File: src/hdl/pdt_pkg.sv
// Shared constants and carrier types for the pipeline trace signal block.
package pdt_pkg;

   // Width of one instruction word held by a pipeline stage.
   localparam int WORD_W = 16;

   // Number of pipeline stages and their positions in the stage arrays.
   localparam int STAGE_N = 3;
   localparam int STAGE_BUF = 0;
   localparam int STAGE_DEC = 1;
   localparam int STAGE_EXE = 2;

   // Low-pulse lengths, in clock cycles, requested from a trace shaper.
   localparam logic [1:0] LEN_NONE = 2'h0;
   localparam logic [1:0] LEN_FETCH = 2'h1;
   localparam logic [1:0] LEN_FLUSH = 2'h2;
   localparam logic [1:0] LEN_ADVANCE = 2'h1;
   localparam logic [1:0] LEN_START = 2'h2;
   localparam logic [1:0] LEN_MERGED = 2'h3;

   // Width of the shaper's pending-cycle counter; holds a merged run with margin.
   localparam int CNT_W = 3;

   // Reset values: trace pins negated (high), stages empty, word cleared.
   localparam logic TRACE_IDLE = 1'b1;
   localparam logic VALID_RST = 1'b0;
   localparam logic [WORD_W-1:0] WORD_RST = 16'h0000;

   // One word delivered to the pipeline, by a bus fetch or by loop recirculation.
   typedef struct packed {
      logic valid;
      logic flush;
      logic recirc;
      logic [WORD_W-1:0] word;
   } pdt_fetch_t;

   // Requests from the execution unit to advance the pipeline.
   typedef struct packed {
      logic consume;
      logic start;
      logic startImm;
   } pdt_exec_t;

   // Validity of the three stages, buffer first.
   typedef struct packed {
      logic bufValid;
      logic decValid;
      logic exeValid;
   } pdt_valid_t;

endpackage

File: src/hdl/pdt_trace_top.sv
// Instruction pipeline model with the fetch and pipe-advance trace outputs.
`timescale 1ns/1ps
// Behaviour
// One low cycle on fetch trace marks a bus cycle feeding the pipeline.
// Two low cycles on fetch trace mark a flush and its refilling fetch.
// Fetches are signalled whatever the privilege level.
// Flush fetch followed at once by a fetch gives three continuous low cycles.
// The tracker samples fetch trace on two rising edges after the strobe.
// On slower bus cycles fetch trace goes high between indications.
// Three-stage queue; buffer stage never decodes, data leaves from decode and execute.
// Decode stage supplies opcode, extension and immediate data; execute holds running opcode.
// One low cycle on pipe trace marks decode data consumed; buffer refills decode.
// Two low cycles mark instruction start with a full pipeline advance.
// A buffered word moves on into empty stages without an advance request.
// Each advance sets the receiving valid bit and clears the supplying one.
// Pipe trace runs on the system clock, not on bus timing.
// The tracker samples pipe trace on the falling clock edge.
// Every execute stage load is an instruction start.
// Immediate start with second advance keeps pipe trace low across both.
// The tracker splits merged pipe indications and resyncs when idle; the tracker here counts a merged run as one run.
// Loop recirculation stops fetch indications; pipe indications carry on.
// Both traces are active low and stay high when nothing is indicated.
module pdt_trace_top
#(
   parameter int W = pdt_pkg::WORD_W
)
(
   input wire logic core_clk,
   input wire logic rst,
   input wire pdt_pkg::pdt_fetch_t fetchIn,
   input wire pdt_pkg::pdt_exec_t execIn,
   output logic fetch_trace_n,
   output logic pipe_advance_trace_n,
   output logic [W-1:0] decodeWord,
   output logic [W-1:0] executeWord,
   output pdt_pkg::pdt_valid_t stageValid,
   output logic bufferFree,
   output logic instrStart
);
   import pdt_pkg::*;

   logic [W-1:0] stageWord [STAGE_N];
   logic [W-1:0] stageIn [STAGE_N];
   logic [STAGE_N-1:0] stageLoad;
   logic [STAGE_N-1:0] stageClear;
   logic [STAGE_N-1:0] stageVal;
   logic flush;
   logic anyStart;
   logic decFree;
   logic moveBD;
   logic moveDE;
   logic [1:0] fetchLen;
   logic [1:0] pipeLen;
   logic fetchBusy;
   logic pipeBusy;
   logic instrStart_reg;
   logic fetchIdle_reg;
   logic pipeIdle_reg;

   // A flushing fetch empties the queue and restarts it from the new word.
   assign flush = fetchIn.valid && fetchIn.flush;
   // An immediate-data start advances the stages exactly as a plain start does.
   assign anyStart = execIn.start || execIn.startImm;

   // Decode can take a word when empty, or when its word is used this cycle.
   assign decFree = !stageVal[STAGE_DEC] || execIn.consume || anyStart;
   // Buffer into decode on an advance, or by itself when decode is empty.
   assign moveBD = stageVal[STAGE_BUF] && decFree && !flush;
   // Decode into execute only on a start, or by itself when execute is empty.
   assign moveDE = stageVal[STAGE_DEC] && (anyStart || !stageVal[STAGE_EXE]) && !flush;

   // Stage controls share one process so that each control vector has a single driver.
   // Buffer: filled only from the bus or the loop, never decoded here.
   // Decode: takes the buffer word and is invalidated once its data is used.
   // Execute: holds the running opcode until a start replaces it or a flush invalidates it.
   always_comb
   begin
      stageIn[STAGE_BUF] = fetchIn.word;
      stageLoad[STAGE_BUF] = fetchIn.valid;
      stageClear[STAGE_BUF] = moveBD || flush;
      stageIn[STAGE_DEC] = stageWord[STAGE_BUF];
      stageLoad[STAGE_DEC] = moveBD;
      stageClear[STAGE_DEC] = flush || moveDE || execIn.consume || anyStart;
      stageIn[STAGE_EXE] = stageWord[STAGE_DEC];
      stageLoad[STAGE_EXE] = moveDE;
      stageClear[STAGE_EXE] = flush;
   end

   // The three stages share one register module; load wins over clear inside it.
   generate
      for (genvar s = 0; s < STAGE_N; s++)
      begin : g_stage
         pdt_stage_reg #(
            .W(W)
         ) u_stage (
            .core_clk(core_clk),
            .rst(rst),
            .load(stageLoad[s]),
            .clear(stageClear[s]),
            .dIn(stageIn[s]),
            .word(stageWord[s]),
            .valid(stageVal[s])
         );
      end
   endgenerate

   // Immediate data and extension words come from decode; execute shows the opcode.
   assign decodeWord = stageWord[STAGE_DEC];
   assign executeWord = stageWord[STAGE_EXE];
   assign stageValid = '{bufValid: stageVal[STAGE_BUF], decValid: stageVal[STAGE_DEC],
                         exeValid: stageVal[STAGE_EXE]};
   // The prefetcher may only deliver a word when the buffer will have room for it.
   assign bufferFree = !stageVal[STAGE_BUF] || moveBD;

   // Fetch indication length; privilege is not looked at, so every fetch counts.
   // Recirculated loop words reach the queue but are not bus fetches and stay silent.
   always_comb
   begin
      if (!fetchIn.valid || fetchIn.recirc)
         fetchLen = LEN_NONE;
      else if (fetchIn.flush)
         fetchLen = LEN_FLUSH;
      else
         fetchLen = LEN_FETCH;
   end

   // Pipe indication length, driven from pipeline events only, never from bus timing.
   // An immediate start already carries its second advance, so it runs three cycles.
   always_comb
   begin
      if (moveDE && execIn.startImm)
         pipeLen = LEN_MERGED;
      else if (moveDE)
         pipeLen = LEN_START;
      else if (execIn.consume)
         pipeLen = LEN_ADVANCE;
      else
         pipeLen = LEN_NONE;
   end

   // Fetch trace shaper; merges a flush run with an immediately following fetch.
   pdt_pulse_shaper u_fetch_shaper (
      .core_clk(core_clk),
      .rst(rst),
      .reqLen(fetchLen),
      .traceN(fetch_trace_n),
      .busy(fetchBusy)
   );

   // Pipe trace shaper on the system clock alone.
   pdt_pulse_shaper u_pipe_shaper (
      .core_clk(core_clk),
      .rst(rst),
      .reqLen(pipeLen),
      .traceN(pipe_advance_trace_n),
      .busy(pipeBusy)
   );

   // Instruction start flag, registered on the same edge as the execute load.
   always_ff @(posedge core_clk)
   begin
      if (rst)
         instrStart_reg <= 1'b0;
      else
         instrStart_reg <= moveDE;
   end

   assign instrStart = instrStart_reg;

   // Helper state for the checks below: a trace counts as idle when it is high
   // now and nothing was asked of its shaper in the previous cycle.
   always_ff @(posedge core_clk)
   begin
      if (rst)
      begin
         fetchIdle_reg <= 1'b1;
         pipeIdle_reg <= 1'b1;
      end
      else
      begin
         fetchIdle_reg <= (fetchLen == LEN_NONE) && !fetchBusy;
         pipeIdle_reg <= (pipeLen == LEN_NONE) && !pipeBusy;
      end
   end
endmodule // pdt_trace_top

File: src/hdl/pdt_stage_reg.sv
// One instruction pipeline stage: a word register with its validity bit.
`timescale 1ns/1ps
module pdt_stage_reg
#(
   parameter int W = pdt_pkg::WORD_W
)
(
   input wire logic core_clk,
   input wire logic rst,
   input wire logic load,
   input wire logic clear,
   input wire logic [W-1:0] dIn,
   output logic [W-1:0] word,
   output logic valid
);
   import pdt_pkg::*;

   logic [W-1:0] wordReg;
   logic validReg;

   // The word only changes on a load, so a cleared stage keeps its stale word harmlessly.
   always_ff @(posedge core_clk)
   begin
      if (rst)
         wordReg <= W'(0);
      else if (load)
         wordReg <= dIn;
   end

   // A load wins over a clear, so a stage that supplies data and refills in one cycle stays valid.
   always_ff @(posedge core_clk)
   begin
      if (rst)
         validReg <= VALID_RST;
      else if (load)
         validReg <= 1'b1;
      else if (clear)
         validReg <= 1'b0;
   end

   assign word = wordReg;
   assign valid = validReg;

endmodule // pdt_stage_reg

File: src/hdl/pdt_pulse_shaper.sv
// Turns requested low-pulse lengths into an active-low trace pin that merges adjacent runs.
`timescale 1ns/1ps
module pdt_pulse_shaper
(
   input wire logic core_clk,
   input wire logic rst,
   input wire logic [1:0] reqLen,
   output logic traceN,
   output logic busy
);
   import pdt_pkg::*;

   logic [CNT_W-1:0] remain_reg;
   logic [CNT_W-1:0] remain_next;
   logic traceN_reg;

   // The cycle being shown is retired and the new request is appended behind it.
   // A request that lands on the last low cycle therefore extends the run with no gap.
   always_comb
   begin
      remain_next = (remain_reg != '0) ? CNT_W'(remain_reg - 1'b1) : '0;
      remain_next = CNT_W'(remain_next + CNT_W'(reqLen));
   end

   // Pending low cycles still to be shown on the pin.
   always_ff @(posedge core_clk)
   begin
      if (rst)
         remain_reg <= '0;
      else
         remain_reg <= remain_next;
   end

   // The pin comes from a flip-flop; it is low exactly while cycles are pending.
   always_ff @(posedge core_clk)
   begin
      if (rst)
         traceN_reg <= TRACE_IDLE;
      else
         traceN_reg <= (remain_next == '0);
   end

   assign traceN = traceN_reg;
   assign busy = (remain_reg > CNT_W'(1));

endmodule // pdt_pulse_shaper

File: config.mk
export PLATFORM = sky130hd
export DESIGN_NAME = pdt_trace_top
export DESIGN_NICKNAME = d
export VERILOG_FILES = /design/src/hdl/pdt_pkg.sv /design/src/hdl/pdt_trace_top.sv /design/src/hdl/pdt_stage_reg.sv /design/src/hdl/pdt_pulse_shaper.sv
export SDC_FILE = /design/constraint.sdc
export NUM_CORES = 1
export LEC_CHECK = 0
export ABC_CLOCK_PERIOD_IN_PS = 2850
export BUFFER_PORTS_ARGS = -buffer_cell sky130_fd_sc_hd__buf_2
export CORE_UTILIZATION = 38
export DETAILED_ROUTE_END_ITERATION = 7
export MAX_ROUTING_LAYER = met4
export PLACE_DENSITY = 0.58
export RECOVER_POWER = 50
export SYNTH_ARGS = -nofsm -noshare
export SYNTH_HDL_FRONTEND = slang
export SYNTH_SLANG_ARGS = --single-unit
File: constraint.sdc
create_clock -name core_clk -period 2.85 [get_ports core_clk]
set_input_delay 0.1425 -clock core_clk [delete_from_list [all_inputs] [get_ports core_clk]]
set_output_delay 0.1425 -clock core_clk [all_outputs]
set_load 0.02 [all_outputs]
==> impl_metrics.sql, run 1 <==
INSERT INTO impl_metrics (metric_group, metric, value, unit) VALUES
('grt', 'antenna_found_initial', '0', ''),
('critical_path', 'worstSetupPathType', 'flip-flop to flip-flop', ''),
('hold_path', 'hold_path_class', 'input pin to flip-flop', ''),
('die', 'boundaryPins', '63', ''),
('place', 'dpl_cell_area', '2790', 'µm²'),
('drt', 'drt.antenna.violating_nets', '0', ''),
('clock_network', 'depth_of_the_cts_h_tree', '3', ''),
('drt', 'drt_pass1_iterations', '4', ''),
('sta', 'whs', '0.0492', 'ns'),
('sta', 'timing.final.setup_violations', '0', ''),
('clock_network', 'holdBufCountCts', '0', ''),
('grt', 'grt_pass1_wl', '7.13', 'mm'),
('clock_network', 'clock_sink_count', '60', ''),
('clock_network', 'cts_inserted_buffers', '9', ''),
('place', 'gp_congestion', '0.666', ''),
('drt', 'drt-wirelength-per-cell', '12.5', 'µm'),
('grt', 'grt_use_total', '0.153', ''),
('synthesis', 'yosys_warnings', '0', ''),
('final_layout', 'max_reg_flops', '48', ''),
('synthesis', 'ys_seq_elements', '60', ''),
('sta', 'final_period_minus_worst_setup_slack', '2.10', 'ns'),
('drt', 'first_iter_violations', '70', ''),
('final_layout', 'instances_no_fill', '376', ''),
('final_layout', 'final_layout_size_suffix_gt1_frac', '0.169', ''),
('drt', 'drcViolationCount', '0', ''),
('synthesis', 'synthTopCellsByCount', 'sky130_fd_sc_hd__dfxtp_1 (60), sky130_fd_sc_hd__nand2b_1 (49), sky130_fd_sc_hd__mux2i_1 (48)', ''),
('synthesis', 'synth_top_cell_area_share', '0.491', ''),
('synthesis', 'netlist_instances', '235', ''),
('synthesis', 'synthDistinctLibCells', '27', ''),
('sta', 'final.setup.tns', '0', 'ns'),
('grt', 'globalRouteOverflowTotal', '0', ''),
('power_and_ir_drop', 'power.share.clock', '0.403', ''),
('die', 'design.core.area', '6060', 'µm²'),
('place', 'placement.setup.worst_slack', '0.760', 'ns'),
('synthesis', 'synth_fp_nets', '263', ''),
('status', 'run_status', 'finished, final reports clean', ''),
('die', 'floorplan.die.height', '82.2', 'µm'),
('sta', 'worst_slew_margin', '0.350', ''),
('place', 'port_buffers', '62', ''),
('power_and_ir_drop', 'intPower', '1320', 'µW'),
('die', 'placement_rows', '28', ''),
('die', 'initial_core_utilization', '0.404', ''),
('clock_network', 'cts_tree', 'done', ''),
('sta', 'worst_clock_skew', '0.00725', 'ns'),
('clock_network', 'clkSlewWorstSetupHoldPaths', '0.06', 'ns'),
('sta', 'max_clock_freq', '477', 'MHz'),
('power_and_ir_drop', 'power.combinational.fraction', '0.082', ''),
('sta', 'worst_slew_pin_slew', '0.974', 'ns'),
('sta', 'hold_violations', '0', ''),
('run', 'cap_viol_max_count', '0', ''),
('clock_network', 'clockRootBuffer', 'sky130_fd_sc_hd__clkbuf_8', ''),
('sta', 'grt_setup_unrepaired', 'no', ''),
('critical_path', 'worst_setup_path_end_kind', 'flip-flop', ''),
('synthesis', 'synth_top_area_cells', 'sky130_fd_sc_hd__dfxtp_1 (49%), sky130_fd_sc_hd__mux2i_1 (20%), sky130_fd_sc_hd__nand2b_1 (13%), sky130_fd_sc_hd__nor2_1 (4.5%), sky130_fd_sc_hd__fa_1 (1.6%)', ''),
('critical_path', 'worst-r2r-setup-slack', '0.75', 'ns'),
('synthesis', 'synth.largest_area_cell', 'sky130_fd_sc_hd__dfxtp_1', ''),
('grt', 'largest_net_degree_at_the_start_of_global_routing', '34', ''),
('grt', 'first_global_vias', '1556', ''),
('critical_path', 'arr_time_crit_path', '2.31', 'ns'),
('clock_network', 'clock_insertion_delay_worst_skew', '0.32', 'ns'),
('power_and_ir_drop', 'sw_frac_of_total', '0.230', ''),
('clock_network', 'max-clock-path-buffers', '2', ''),
('synthesis', 'syn_avg_cell_area', '10.4', 'µm²'),
('synthesis', 'postSynth.topFlopCell', 'sky130_fd_sc_hd__dfxtp_1', ''),
('sta', 'min_period_over_period', '0.736', ''),
('synthesis', 'yosys.cell_count.top_type', 'sky130_fd_sc_hd__dfxtp_1', ''),
('final_layout', 'areaGrowthSynthToFinish', '19.7', '%'),
('drt', 'vias_per_cell', '4.50', ''),
('place', 'dpl.hpwl', '3.10', 'mm'),
('synthesis', 'seq_area_frac_synth', '0.491', ''),
('synthesis', 'async_flop_share', '0', '');
critical path: stages (launching register included):
cell and delay, ns:
sky130_fd_sc_hd__dfxtp_1 0.36, sky130_fd_sc_hd__inv_1 0.06, sky130_fd_sc_hd__o311ai_2 0.31, sky130_fd_sc_hd__mux2_2 0.37
sky130_fd_sc_hd__ha_1 0.19, sky130_fd_sc_hd__inv_1 0.06, sky130_fd_sc_hd__fa_1 0.43, sky130_fd_sc_hd__a31o_2 0.21
placed cells by master, fill, tap and decap left out:
| cell | Yosys | routed |
|---|---|---|
| sky130_fd_sc_hd__or4b_1 | 1 | 1 |
| sky130_fd_sc_hd__o21ai_0 | 2 | 2 |
| sky130_fd_sc_hd__mux2_2 | 1 | 1 |
| sky130_fd_sc_hd__buf_2 | 1 | 29 |
| sky130_fd_sc_hd__a221oi_1 | 1 | 1 |
| sky130_fd_sc_hd__o311ai_2 | 0 | 1 |
| sky130_fd_sc_hd__nand2b_1 | 49 | 49 |
| sky130_fd_sc_hd__a211oi_1 | 1 | 1 |
| sky130_fd_sc_hd__clkbuf_1 | 8 | 37 |
| sky130_fd_sc_hd__xnor2_1 | 2 | 2 |
| sky130_fd_sc_hd__nor3b_1 | 3 | 3 |
| sky130_fd_sc_hd__buf_4 | 4 | 4 |
| sky130_fd_sc_hd__inv_1 | 5 | 5 |
| sky130_fd_sc_hd__or2_2 | 1 | 1 |
| sky130_fd_sc_hd__clkinv_2 | 0 | 1 |
| sky130_fd_sc_hd__and3_1 | 1 | 1 |
| sky130_fd_sc_hd__dfxtp_1 | 60 | 60 |
| sky130_fd_sc_hd__a21oi_1 | 3 | 3 |
| sky130_fd_sc_hd__nor4b_1 | 1 | 1 |
| sky130_fd_sc_hd__ha_1 | 2 | 2 |
| sky130_fd_sc_hd__a31o_2 | 2 | 2 |
| sky130_fd_sc_hd__clkbuf_8 | 0 | 12 |
| sky130_fd_sc_hd__mux2i_1 | 48 | 48 |
| sky130_fd_sc_hd__nand2_1 | 3 | 3 |
| sky130_fd_sc_hd__nor2_1 | 29 | 29 |
| sky130_fd_sc_hd__fa_1 | 2 | 2 |
final cells by class:
type	count	area [µm²]
Inverter	5	18.8
Sequential cell	60	1200
Timing Repair Buffer	67	303
Clock inverter	1	5.00
Clock buffer	15	176
Multi-Input combinational cell	153	1130
Tap cell	75	93.8
Fill cell	605	3130
layer usage:
| layer | track usage | vias up | wire length, µm |
|---|---|---|---|
| met5 | - | - | 0 |
| met4 | 0.0895 | 0 | 93 |
| met3 | 0.0396 | 11 | 211 |
| met2 | 0.237 | 36 | 2080 |
| met1 | 0.177 | 750 | 2320 |
| li1 | - | 894 | - |
worst paths after layout:
kind	startpoint	endpoint	depth (start not counted)
worst max-delay path	g_stage[2].u_stage.valid	u_pipe_shaper.traceN	7
worst min register to register	g_stage[0].u_stage.word[4]	g_stage[1].u_stage.word[4]	2
worst min-delay path	fetchIn[17]	g_stage[2].u_stage.valid	2
worst max register to register	g_stage[2].u_stage.valid	u_pipe_shaper.traceN	7
metrics by stage:
stage          power (µW)   util
2_1_floorplan         999      -
3_3_place_gp         1040  0.461
3_5_place_dp         1040  0.461
4_1_cts              1740  0.491
5_1_grt              1800  0.483
6_report             1710  0.483
cells by family after synthesis:
group | count (synthesis) | share of synthesized area
DFF | 60 | 0.491
muxes | 49 | 0.201
and+or+nand+nor | 88 | 0.196
adders and majority gates | 4 | 0.0266
xor gates and xnor gates | 2 | 0.00716
buffers and inverters | 22 | 0.0501
AOI/OAI and AO/OA | 10 | 0.0276
power by group through the flow:
stage | Sequential (µW) | Clock, µW | Combinational [µW]
6_report | 880 | 689 | 140
5_1_grt | 882 | 762 | 154
4_1_cts | 880 | 718 | 146
3_5_place_dp | 898 | 0 | 145
2_1_floorplan | 906 | 0 | 93.1
3_3_place_gp | 898 | 0 | 143
(Power assumes the default switching activity.)
==> run 2: changes to the inputs <==
--- a/config.mk
+++ b/config.mk
@@ -5,12 +5,12 @@
 export SDC_FILE = /design/constraint.sdc
 export NUM_CORES = 1
 export LEC_CHECK = 0
-export ABC_CLOCK_PERIOD_IN_PS = 2850
+export ABC_CLOCK_PERIOD_IN_PS = 1800
 export BUFFER_PORTS_ARGS = -buffer_cell sky130_fd_sc_hd__buf_2
 export CORE_UTILIZATION = 38
 export DETAILED_ROUTE_END_ITERATION = 7
 export MAX_ROUTING_LAYER = met4
-export PLACE_DENSITY = 0.58
+export PLACE_DENSITY = 0.6
 export RECOVER_POWER = 50
 export SYNTH_ARGS = -nofsm -noshare
 export SYNTH_HDL_FRONTEND = slang
==> constraint.sdc (replaced) <==
create_clock -name core_clk -period 1.8 [get_ports core_clk]
set_input_delay 0.09 -clock core_clk [delete_from_list [all_inputs] [get_ports core_clk]]
set_output_delay 0.09 -clock core_clk [all_outputs]
set_load 0.02 [all_outputs]
==> impl_metrics.sql, run 2 (synthesis results as in run 1) <==
INSERT INTO impl_metrics (metric_group, metric, value, unit) VALUES
('critical_path', 'crit_fanout', '2', ''),
('sta', 'slew_viol_final', '0', ''),
('sta', 'hold_violations', '0', ''),
('critical_path', 'timing.critical_path.from_type', 'flip-flop', ''),
('grt', 'globalRouteOverflowTotal', '0', ''),
('critical_path', 'arr_time_crit_path', '2.14', 'ns'),
('die', 'design.core.area', '6060', 'µm²'),
('clock_network', 'depth_of_the_cts_h_tree', '3', ''),
('drt', 'met3RoutedLength', '192', 'µm'),
('die', 'boundaryPins', '63', ''),
('final_layout', 'postLayoutCellArea', '3170', 'µm²'),
('drt', 'detail_route.wirelength.met1', '2.25', 'mm'),
('critical_path', 'critPathRequiredTime', '2.02', 'ns'),
('die', 'dieWidth', '82.2', 'µm'),
('place', 'dpl_cell_area', '2870', 'µm²'),
('clock_network', 'clock_insertion_delay_worst_skew', '0.33', 'ns'),
('drt', 'topRoutingLayerUsed', 'met4', ''),
('sta', 'min_period_over_period', '1.06', ''),
('die', 'die-area', '6760', 'µm²'),
('status', 'run_status', 'complete, but fails checks', ''),
('place', 'placement.setup.worst_slack', '-0.115', 'ns'),
('clock_network', 'cts_inserted_buffers', '9', ''),
('die', 'placement_rows', '28', ''),
('sta', 'worst_clock_skew', '0.00342', 'ns'),
('final_layout', 'mostFrequentLayoutCells', 'sky130_fd_sc_hd__dfxtp_1 (59), sky130_fd_sc_hd__mux2i_1 (48), sky130_fd_sc_hd__nand2b_1 (48), sky130_fd_sc_hd__clkbuf_1 (31), sky130_fd_sc_hd__buf_2 (30)', ''),
('clock_network', 'clockRootBuffer', 'sky130_fd_sc_hd__clkbuf_8', ''),
('drt', 'drcViolationCount', '0', ''),
('hold_path', 'hold_path_class', 'input pin to flip-flop', ''),
('clock_network', 'max-clock-path-buffers', '2', ''),
('sta', 'final_period_minus_worst_setup_slack', '1.92', 'ns'),
('clock_network', 'clock_sink_count', '60', ''),
('power_and_ir_drop', 'power.ir.vdd_worst', '0.553', 'mV'),
('grt', 'first_global_vias', '1594', ''),
('die', 'floorplan.die.height', '82.2', 'µm'),
('final_layout', 'areaGrowthSynthToFinish', '29.7', '%'),
('final_layout', 'layout.cells.most_common', 'sky130_fd_sc_hd__dfxtp_1', ''),
('run', 'cap_viol_max_count', '0', ''),
('sta', 'worst_slew_pin_slew', '0.444', 'ns'),
('critical_path', 'worstSetupPathType', 'flip-flop to flip-flop', ''),
('sta', 'final.setup.tns', '-0.155', 'ns'),
('power_and_ir_drop', 'finalPower', '2870', 'µW'),
('place', 'port_buffers', '62', ''),
('place', 'dpl.hpwl', '3.16', 'mm'),
('drt', 'num_vias', '1805', ''),
('sta', 'timing.final.setup_violations', '2', ''),
('drt', 'detail_route.wirelength', '4.91', 'mm'),
('grt', 'grt_use_total', '0.160', ''),
('grt', 'grt_pass1_wl', '7.62', 'mm'),
('power_and_ir_drop', 'power.density_cell_area', '905', 'nW/µm²'),
('clock_network', 'clkSlewWorstSetupHoldPaths', '0.06', 'ns'),
('final_layout', 'antenna_cells_inserted', '0', ''),
('critical_path', 'worst_setup_path_end_kind', 'flip-flop', ''),
('power_and_ir_drop', 'total_leakage_power', '0.00137', 'µW'),
('drt', 'drt.antenna.violating_nets', '0', ''),
('drt', 'first_iter_violations', '44', ''),
('sta', 'grt_setup_unrepaired', 'yes', ''),
('sta', 'final_critical_path_setup_slack', '-0.116', 'ns'),
('place', 'gp_congestion', '0.771', ''),
('final_layout', 'final_net_count', '341', ''),
('drt', 'route.met2.wl', '2.37', 'mm'),
('drt', 'drt_pass1_iterations', '4', ''),
('sta', 'max_clock_freq', '522', 'MHz'),
('drt', 'vias_per_cell', '4.59', ''),
('final_layout', 'max_reg_flops', '48', ''),
('final_layout', 'final_layout_size_suffix_gt1_frac', '0.223', ''),
('grt', 'antenna_found_initial', '0', ''),
('sta', 'worst_slew_margin', '0.700', ''),
('clock_network', 'cts_tree', 'done', ''),
('grt', 'largest_net_degree_at_the_start_of_global_routing', '77', ''),
('status', 'violations', 'setup timing', ''),
('drt', 'drt-wirelength-per-cell', '12.5', 'µm'),
('die', 'initial_core_utilization', '0.404', '');
[run 2: cell count changes in the layout (fill, tap and decap cells not counted), moves of 2 or more]
cell                            change
sky130_fd_sc_hd__inv_1              -2
sky130_fd_sc_hd__clkbuf_1           -6
sky130_fd_sc_hd__dlygate4sd3_1     +10
sky130_fd_sc_hd__buf_6              +2
sky130_fd_sc_hd__clkinv_2           +3
sky130_fd_sc_hd__inv_2              +2
sky130_fd_sc_hd__buf_4              +6
[run 2: metal layers]
metal / vias up / track usage
met3: 8 / 0.0407
met1: 836 / 0.193
met4: 0 / 0.0947
met2: 33 / 0.241
li1: 928 / -
met5: - / -
[run 2: timing repair]
action	in CTS	in global routing
cloned	0	0
endpoints found under the setup margin	2	3
setup buffers	0	2
pin swaps	0	0
hold endpoints to repair	10	0
hold buffers	10	0
resized for setup	4	4
[run 2: critical path, stage by stage (launching register included)]
cell                       delay, ns
sky130_fd_sc_hd__dfxtp_2        0.33
sky130_fd_sc_hd__inv_2          0.04
sky130_fd_sc_hd__o311ai_4       0.24
sky130_fd_sc_hd__mux2_4         0.34
sky130_fd_sc_hd__ha_4           0.16
sky130_fd_sc_hd__inv_2          0.05
sky130_fd_sc_hd__fa_1           0.41
sky130_fd_sc_hd__a31o_2         0.25
[run 2: area by class of cell]
type,instances,area (µm²)
sequential,60,1200
tap,75,93.8
inverter,5,18.8
timing repair buffer,84,484
clock buffer,11,151
clock inverter,5,50.0
fill,617,2890
multi-input combinational,153,1170
[run 2: stage by stage]
stage,utilization,hold WS [ns],cells
after floorplan,-,0.182,235
after global placement,0.473,0.322,365
after detailed placement,0.473,0.333,365
after CTS,0.525,0.00451,391
after global routing,0.524,0.00562,393
final,0.524,0.0125,393
[run 2: power by group]
part	switching, µW	total, µW	internal, µW
Clock	508	1210	705
Combinational	130	263	134
Sequential	24.1	1390	1370
Total	662	2870	2210
[run 2: worst paths after layout]
kind                                                  from                         end  slack [ns]  cells after the start
worst min register to register  g_stage[0].u_stage.word[9]  g_stage[1].u_stage.word[9]        0.47                      2
worst max register to register    g_stage[2].u_stage.valid        u_pipe_shaper.traceN       -0.12                      7
worst max-delay path              g_stage[2].u_stage.valid        u_pipe_shaper.traceN       -0.12                      7
worst min-delay path                            fetchIn[1]  g_stage[0].u_stage.word[1]        0.01                      3
==> run 3: changes to the inputs <==
--- a/config.mk
+++ b/config.mk
@@ -10,7 +10,7 @@
 export CORE_UTILIZATION = 38
 export DETAILED_ROUTE_END_ITERATION = 7
 export MAX_ROUTING_LAYER = met4
-export PLACE_DENSITY = 0.6
+export PLACE_DENSITY = 0.62
 export RECOVER_POWER = 50
 export SYNTH_ARGS = -nofsm -noshare
 export SYNTH_HDL_FRONTEND = slang
==> impl_metrics.sql, run 3 (synthesis results as in run 1) <==
INSERT INTO impl_metrics (metric_group, metric, value, unit) VALUES
('status', 'run_status', 'complete, but fails checks', ''),
('status', 'violations', 'setup timing', ''),
('power_and_ir_drop', 'power.density_cell_area', '885', 'nW/µm²'),
('critical_path', 'timing.critical_path.slowest_stage_cell', 'sky130_fd_sc_hd__fa_2', ''),
('sta', 'min_period_over_period', '1.06', ''),
('final_layout', 'multi_input_area', '1180', 'µm²'),
('final_layout', 'layout.cells.most_common', 'sky130_fd_sc_hd__dfxtp_1', ''),
('power_and_ir_drop', 'power.ir.vdd_worst', '0.461', 'mV'),
('critical_path', 'cp.buffers_inverters', '2', ''),
('critical_path', 'critPathRequiredTime', '2.02', 'ns'),
('sta', 'grt_setup_unrepaired', 'yes', ''),
('drt', 'vias_per_cell', '4.47', ''),
('drt', 'first_iter_violations', '107', ''),
('place', 'placement.setup.worst_slack', '-0.167', 'ns'),
('critical_path', 'path_cells', 'inv_2 > o311ai_4 > mux2_4 > ha_4 > inv_2 > fa_2 > a31o_2', ''),
('power_and_ir_drop', 'total_leakage_power', '0.00136', 'µW'),
('final_layout', 'final_layout_size_suffix_gt1_frac', '0.239', ''),
('final_layout', 'fillers', '593', ''),
('grt', 'globalRouteOverflowTotal', '0', ''),
('clock_network', 'clock_insertion_delay_worst_skew', '0.33', 'ns'),
('sta', 'timing.final.setup_violations', '2', ''),
('sta', 'hold_violations', '0', ''),
('grt', 'grt_use_total', '0.156', ''),
('critical_path', 'worst_setup_path_end_kind', 'flip-flop', ''),
('place', 'gp_congestion', '0.800', ''),
('grt', 'grt_pass1_wl', '7.48', 'mm'),
('hold_path', 'hold_path_class', 'input pin to flip-flop', ''),
('sta', 'max_clock_freq', '522', 'MHz'),
('drt', 'drt.antenna.violating_nets', '0', ''),
('critical_path', 'slowest_delay', '0.43', 'ns'),
('clock_network', 'clockRootBuffer', 'sky130_fd_sc_hd__clkbuf_8', ''),
('critical_path', 'arr_time_crit_path', '2.13', 'ns'),
('clock_network', 'cts_tree', 'done', ''),
('critical_path', 'timing.critical_path.from_type', 'flip-flop', ''),
('sta', 'worst_slew_margin', '0.718', ''),
('die', 'boundaryPins', '63', ''),
('critical_path', 'crit_fanout', '2', ''),
('clock_network', 'max-clock-path-buffers', '2', ''),
('clock_network', 'clkSlewWorstSetupHoldPaths', '0.06', 'ns'),
('grt', 'first_global_vias', '1622', ''),
('critical_path', 'path_common_cell', 'sky130_fd_sc_hd__inv_2', ''),
('die', 'floorplan.die.height', '82.2', 'µm'),
('final_layout', 'postLayoutCellArea', '3160', 'µm²'),
('sta', 'slew_viol_final', '0', ''),
('critical_path', 'kind_of_cell_with_the_highest_combined_delay_on_the_critical_path', 'adder cells', ''),
('clock_network', 'clock_sink_count', '60', ''),
('sta', 'final_period_minus_worst_setup_slack', '1.92', 'ns'),
('place', 'port_buffers', '62', ''),
('final_layout', 'layout.area.seq', '1210', 'µm²'),
('critical_path', 'worstSetupPathType', 'flip-flop to flip-flop', ''),
('die', 'design.core.area', '6060', 'µm²'),
('sta', 'whs', '0.00959', 'ns'),
('sta', 'final_critical_path_setup_slack', '-0.116', 'ns'),
('place', 'dpl.hpwl', '3.06', 'mm'),
('run', 'cap_viol_max_count', '0', ''),
('final_layout', 'areaGrowthSynthToFinish', '29.1', '%'),
('grt', 'antenna_found_initial', '0', ''),
('drt', 'num_vias', '1737', ''),
('die', 'initial_core_utilization', '0.404', ''),
('final_layout', 'antenna_cells_inserted', '0', ''),
('grt', 'largest_net_degree_at_the_start_of_global_routing', '77', ''),
('drt', 'detail_route.wirelength', '4.80', 'mm'),
('sta', 'worst_clock_skew', '0.00837', 'ns'),
('drt', 'drcViolationCount', '0', ''),
('drt', 'drt-wirelength-per-cell', '12.3', 'µm'),
('die', 'die-area', '6760', 'µm²'),
('place', 'dpl_cell_area', '2870', 'µm²'),
('drt', 'drt_pass1_iterations', '4', ''),
('die', 'dieWidth', '82.2', 'µm'),
('final_layout', 'mostFrequentLayoutCells', 'sky130_fd_sc_hd__dfxtp_1 (58), sky130_fd_sc_hd__mux2i_1 (48), sky130_fd_sc_hd__nand2b_1 (48), sky130_fd_sc_hd__buf_2 (31), sky130_fd_sc_hd__clkbuf_1 (30)', ''),
('die', 'placement_rows', '28', ''),
('clock_network', 'cts_inserted_buffers', '9', ''),
('sta', 'worst_slew_pin_slew', '0.418', 'ns'),
('clock_network', 'depth_of_the_cts_h_tree', '3', ''),
('final_layout', 'max_reg_flops', '48', ''),
('final_layout', 'final_net_count', '338', '');
## run 3: final cells by class
cell class / count / share of cell area
timing repair buffer: 81 / 0.147
clock inverter: 5 / 0.0166
tap: 75 / 0.0297
clock buffer: 10 / 0.0436
inverter: 5 / 0.00595
multi-input combinational: 153 / 0.375
sequential: 60 / 0.382
## run 3: what timing repair did
item	CTS	global route
gates resized for setup	8	3
hold endpoints to repair	6	0
pin swaps	3	4
buffers inserted	2	4
setup endpoints to repair	3	4
gates cloned	0	0
hold buffers	6	0
## run 3: layer usage
| layer | share of wire | vias to the layer above | track usage | routed length, µm |
|---|---|---|---|---|
| li1 | - | 919 | - | - |
| met1 | 0.45 | 779 | 0.183 | 2140 |
| met2 | 0.48 | 32 | 0.240 | 2320 |
| met5 | 0 | - | - | 0 |
| met4 | 0.016 | 0 | 0.0789 | 78 |
| met3 | 0.053 | 7 | 0.0495 | 254 |
## run 3: worst paths after layout
path | from | endpoint | slack [ns] | cells after the start
worst max-delay path | g_stage[2].u_stage.valid | u_pipe_shaper.traceN | -0.12 | 7
worst min-delay path | fetchIn[6] | g_stage[0].u_stage.word[6] | 0.01 | 3
worst max register to register | g_stage[2].u_stage.valid | u_pipe_shaper.traceN | -0.12 | 7
worst min register to register | g_stage[0].u_stage.word[8] | g_stage[1].u_stage.word[8] | 0.47 | 2
## run 3: stage by stage
step	utilization	std cells	TNS [ns]	power, µW
3_3_place_gp	0.473	363	-0.126	1660
4_1_cts	0.521	386	-0.214	2840
6_report	0.521	389	-0.165	2790
5_1_grt	0.521	389	-0.402	2950
3_5_place_dp	0.473	363	-0.186	1670
2_1_floorplan	-	235	-0.396	1590
## run 3: worst register-to-register path, delay by kind of cell (launching register included)
kind	cells	cell delay, ns
AOI/OAI and AO/OA	2	0.45
adders and majority gates	2	0.59
DFF	1	0.33
buffers and inverters	2	0.10
muxes	1	0.35
## run 3: report_power, final
part           internal [µW]  switching (µW)  total (µW)
combinational            131             128         259
clock                    661             480        1140
sequential              1370            24.5        1390
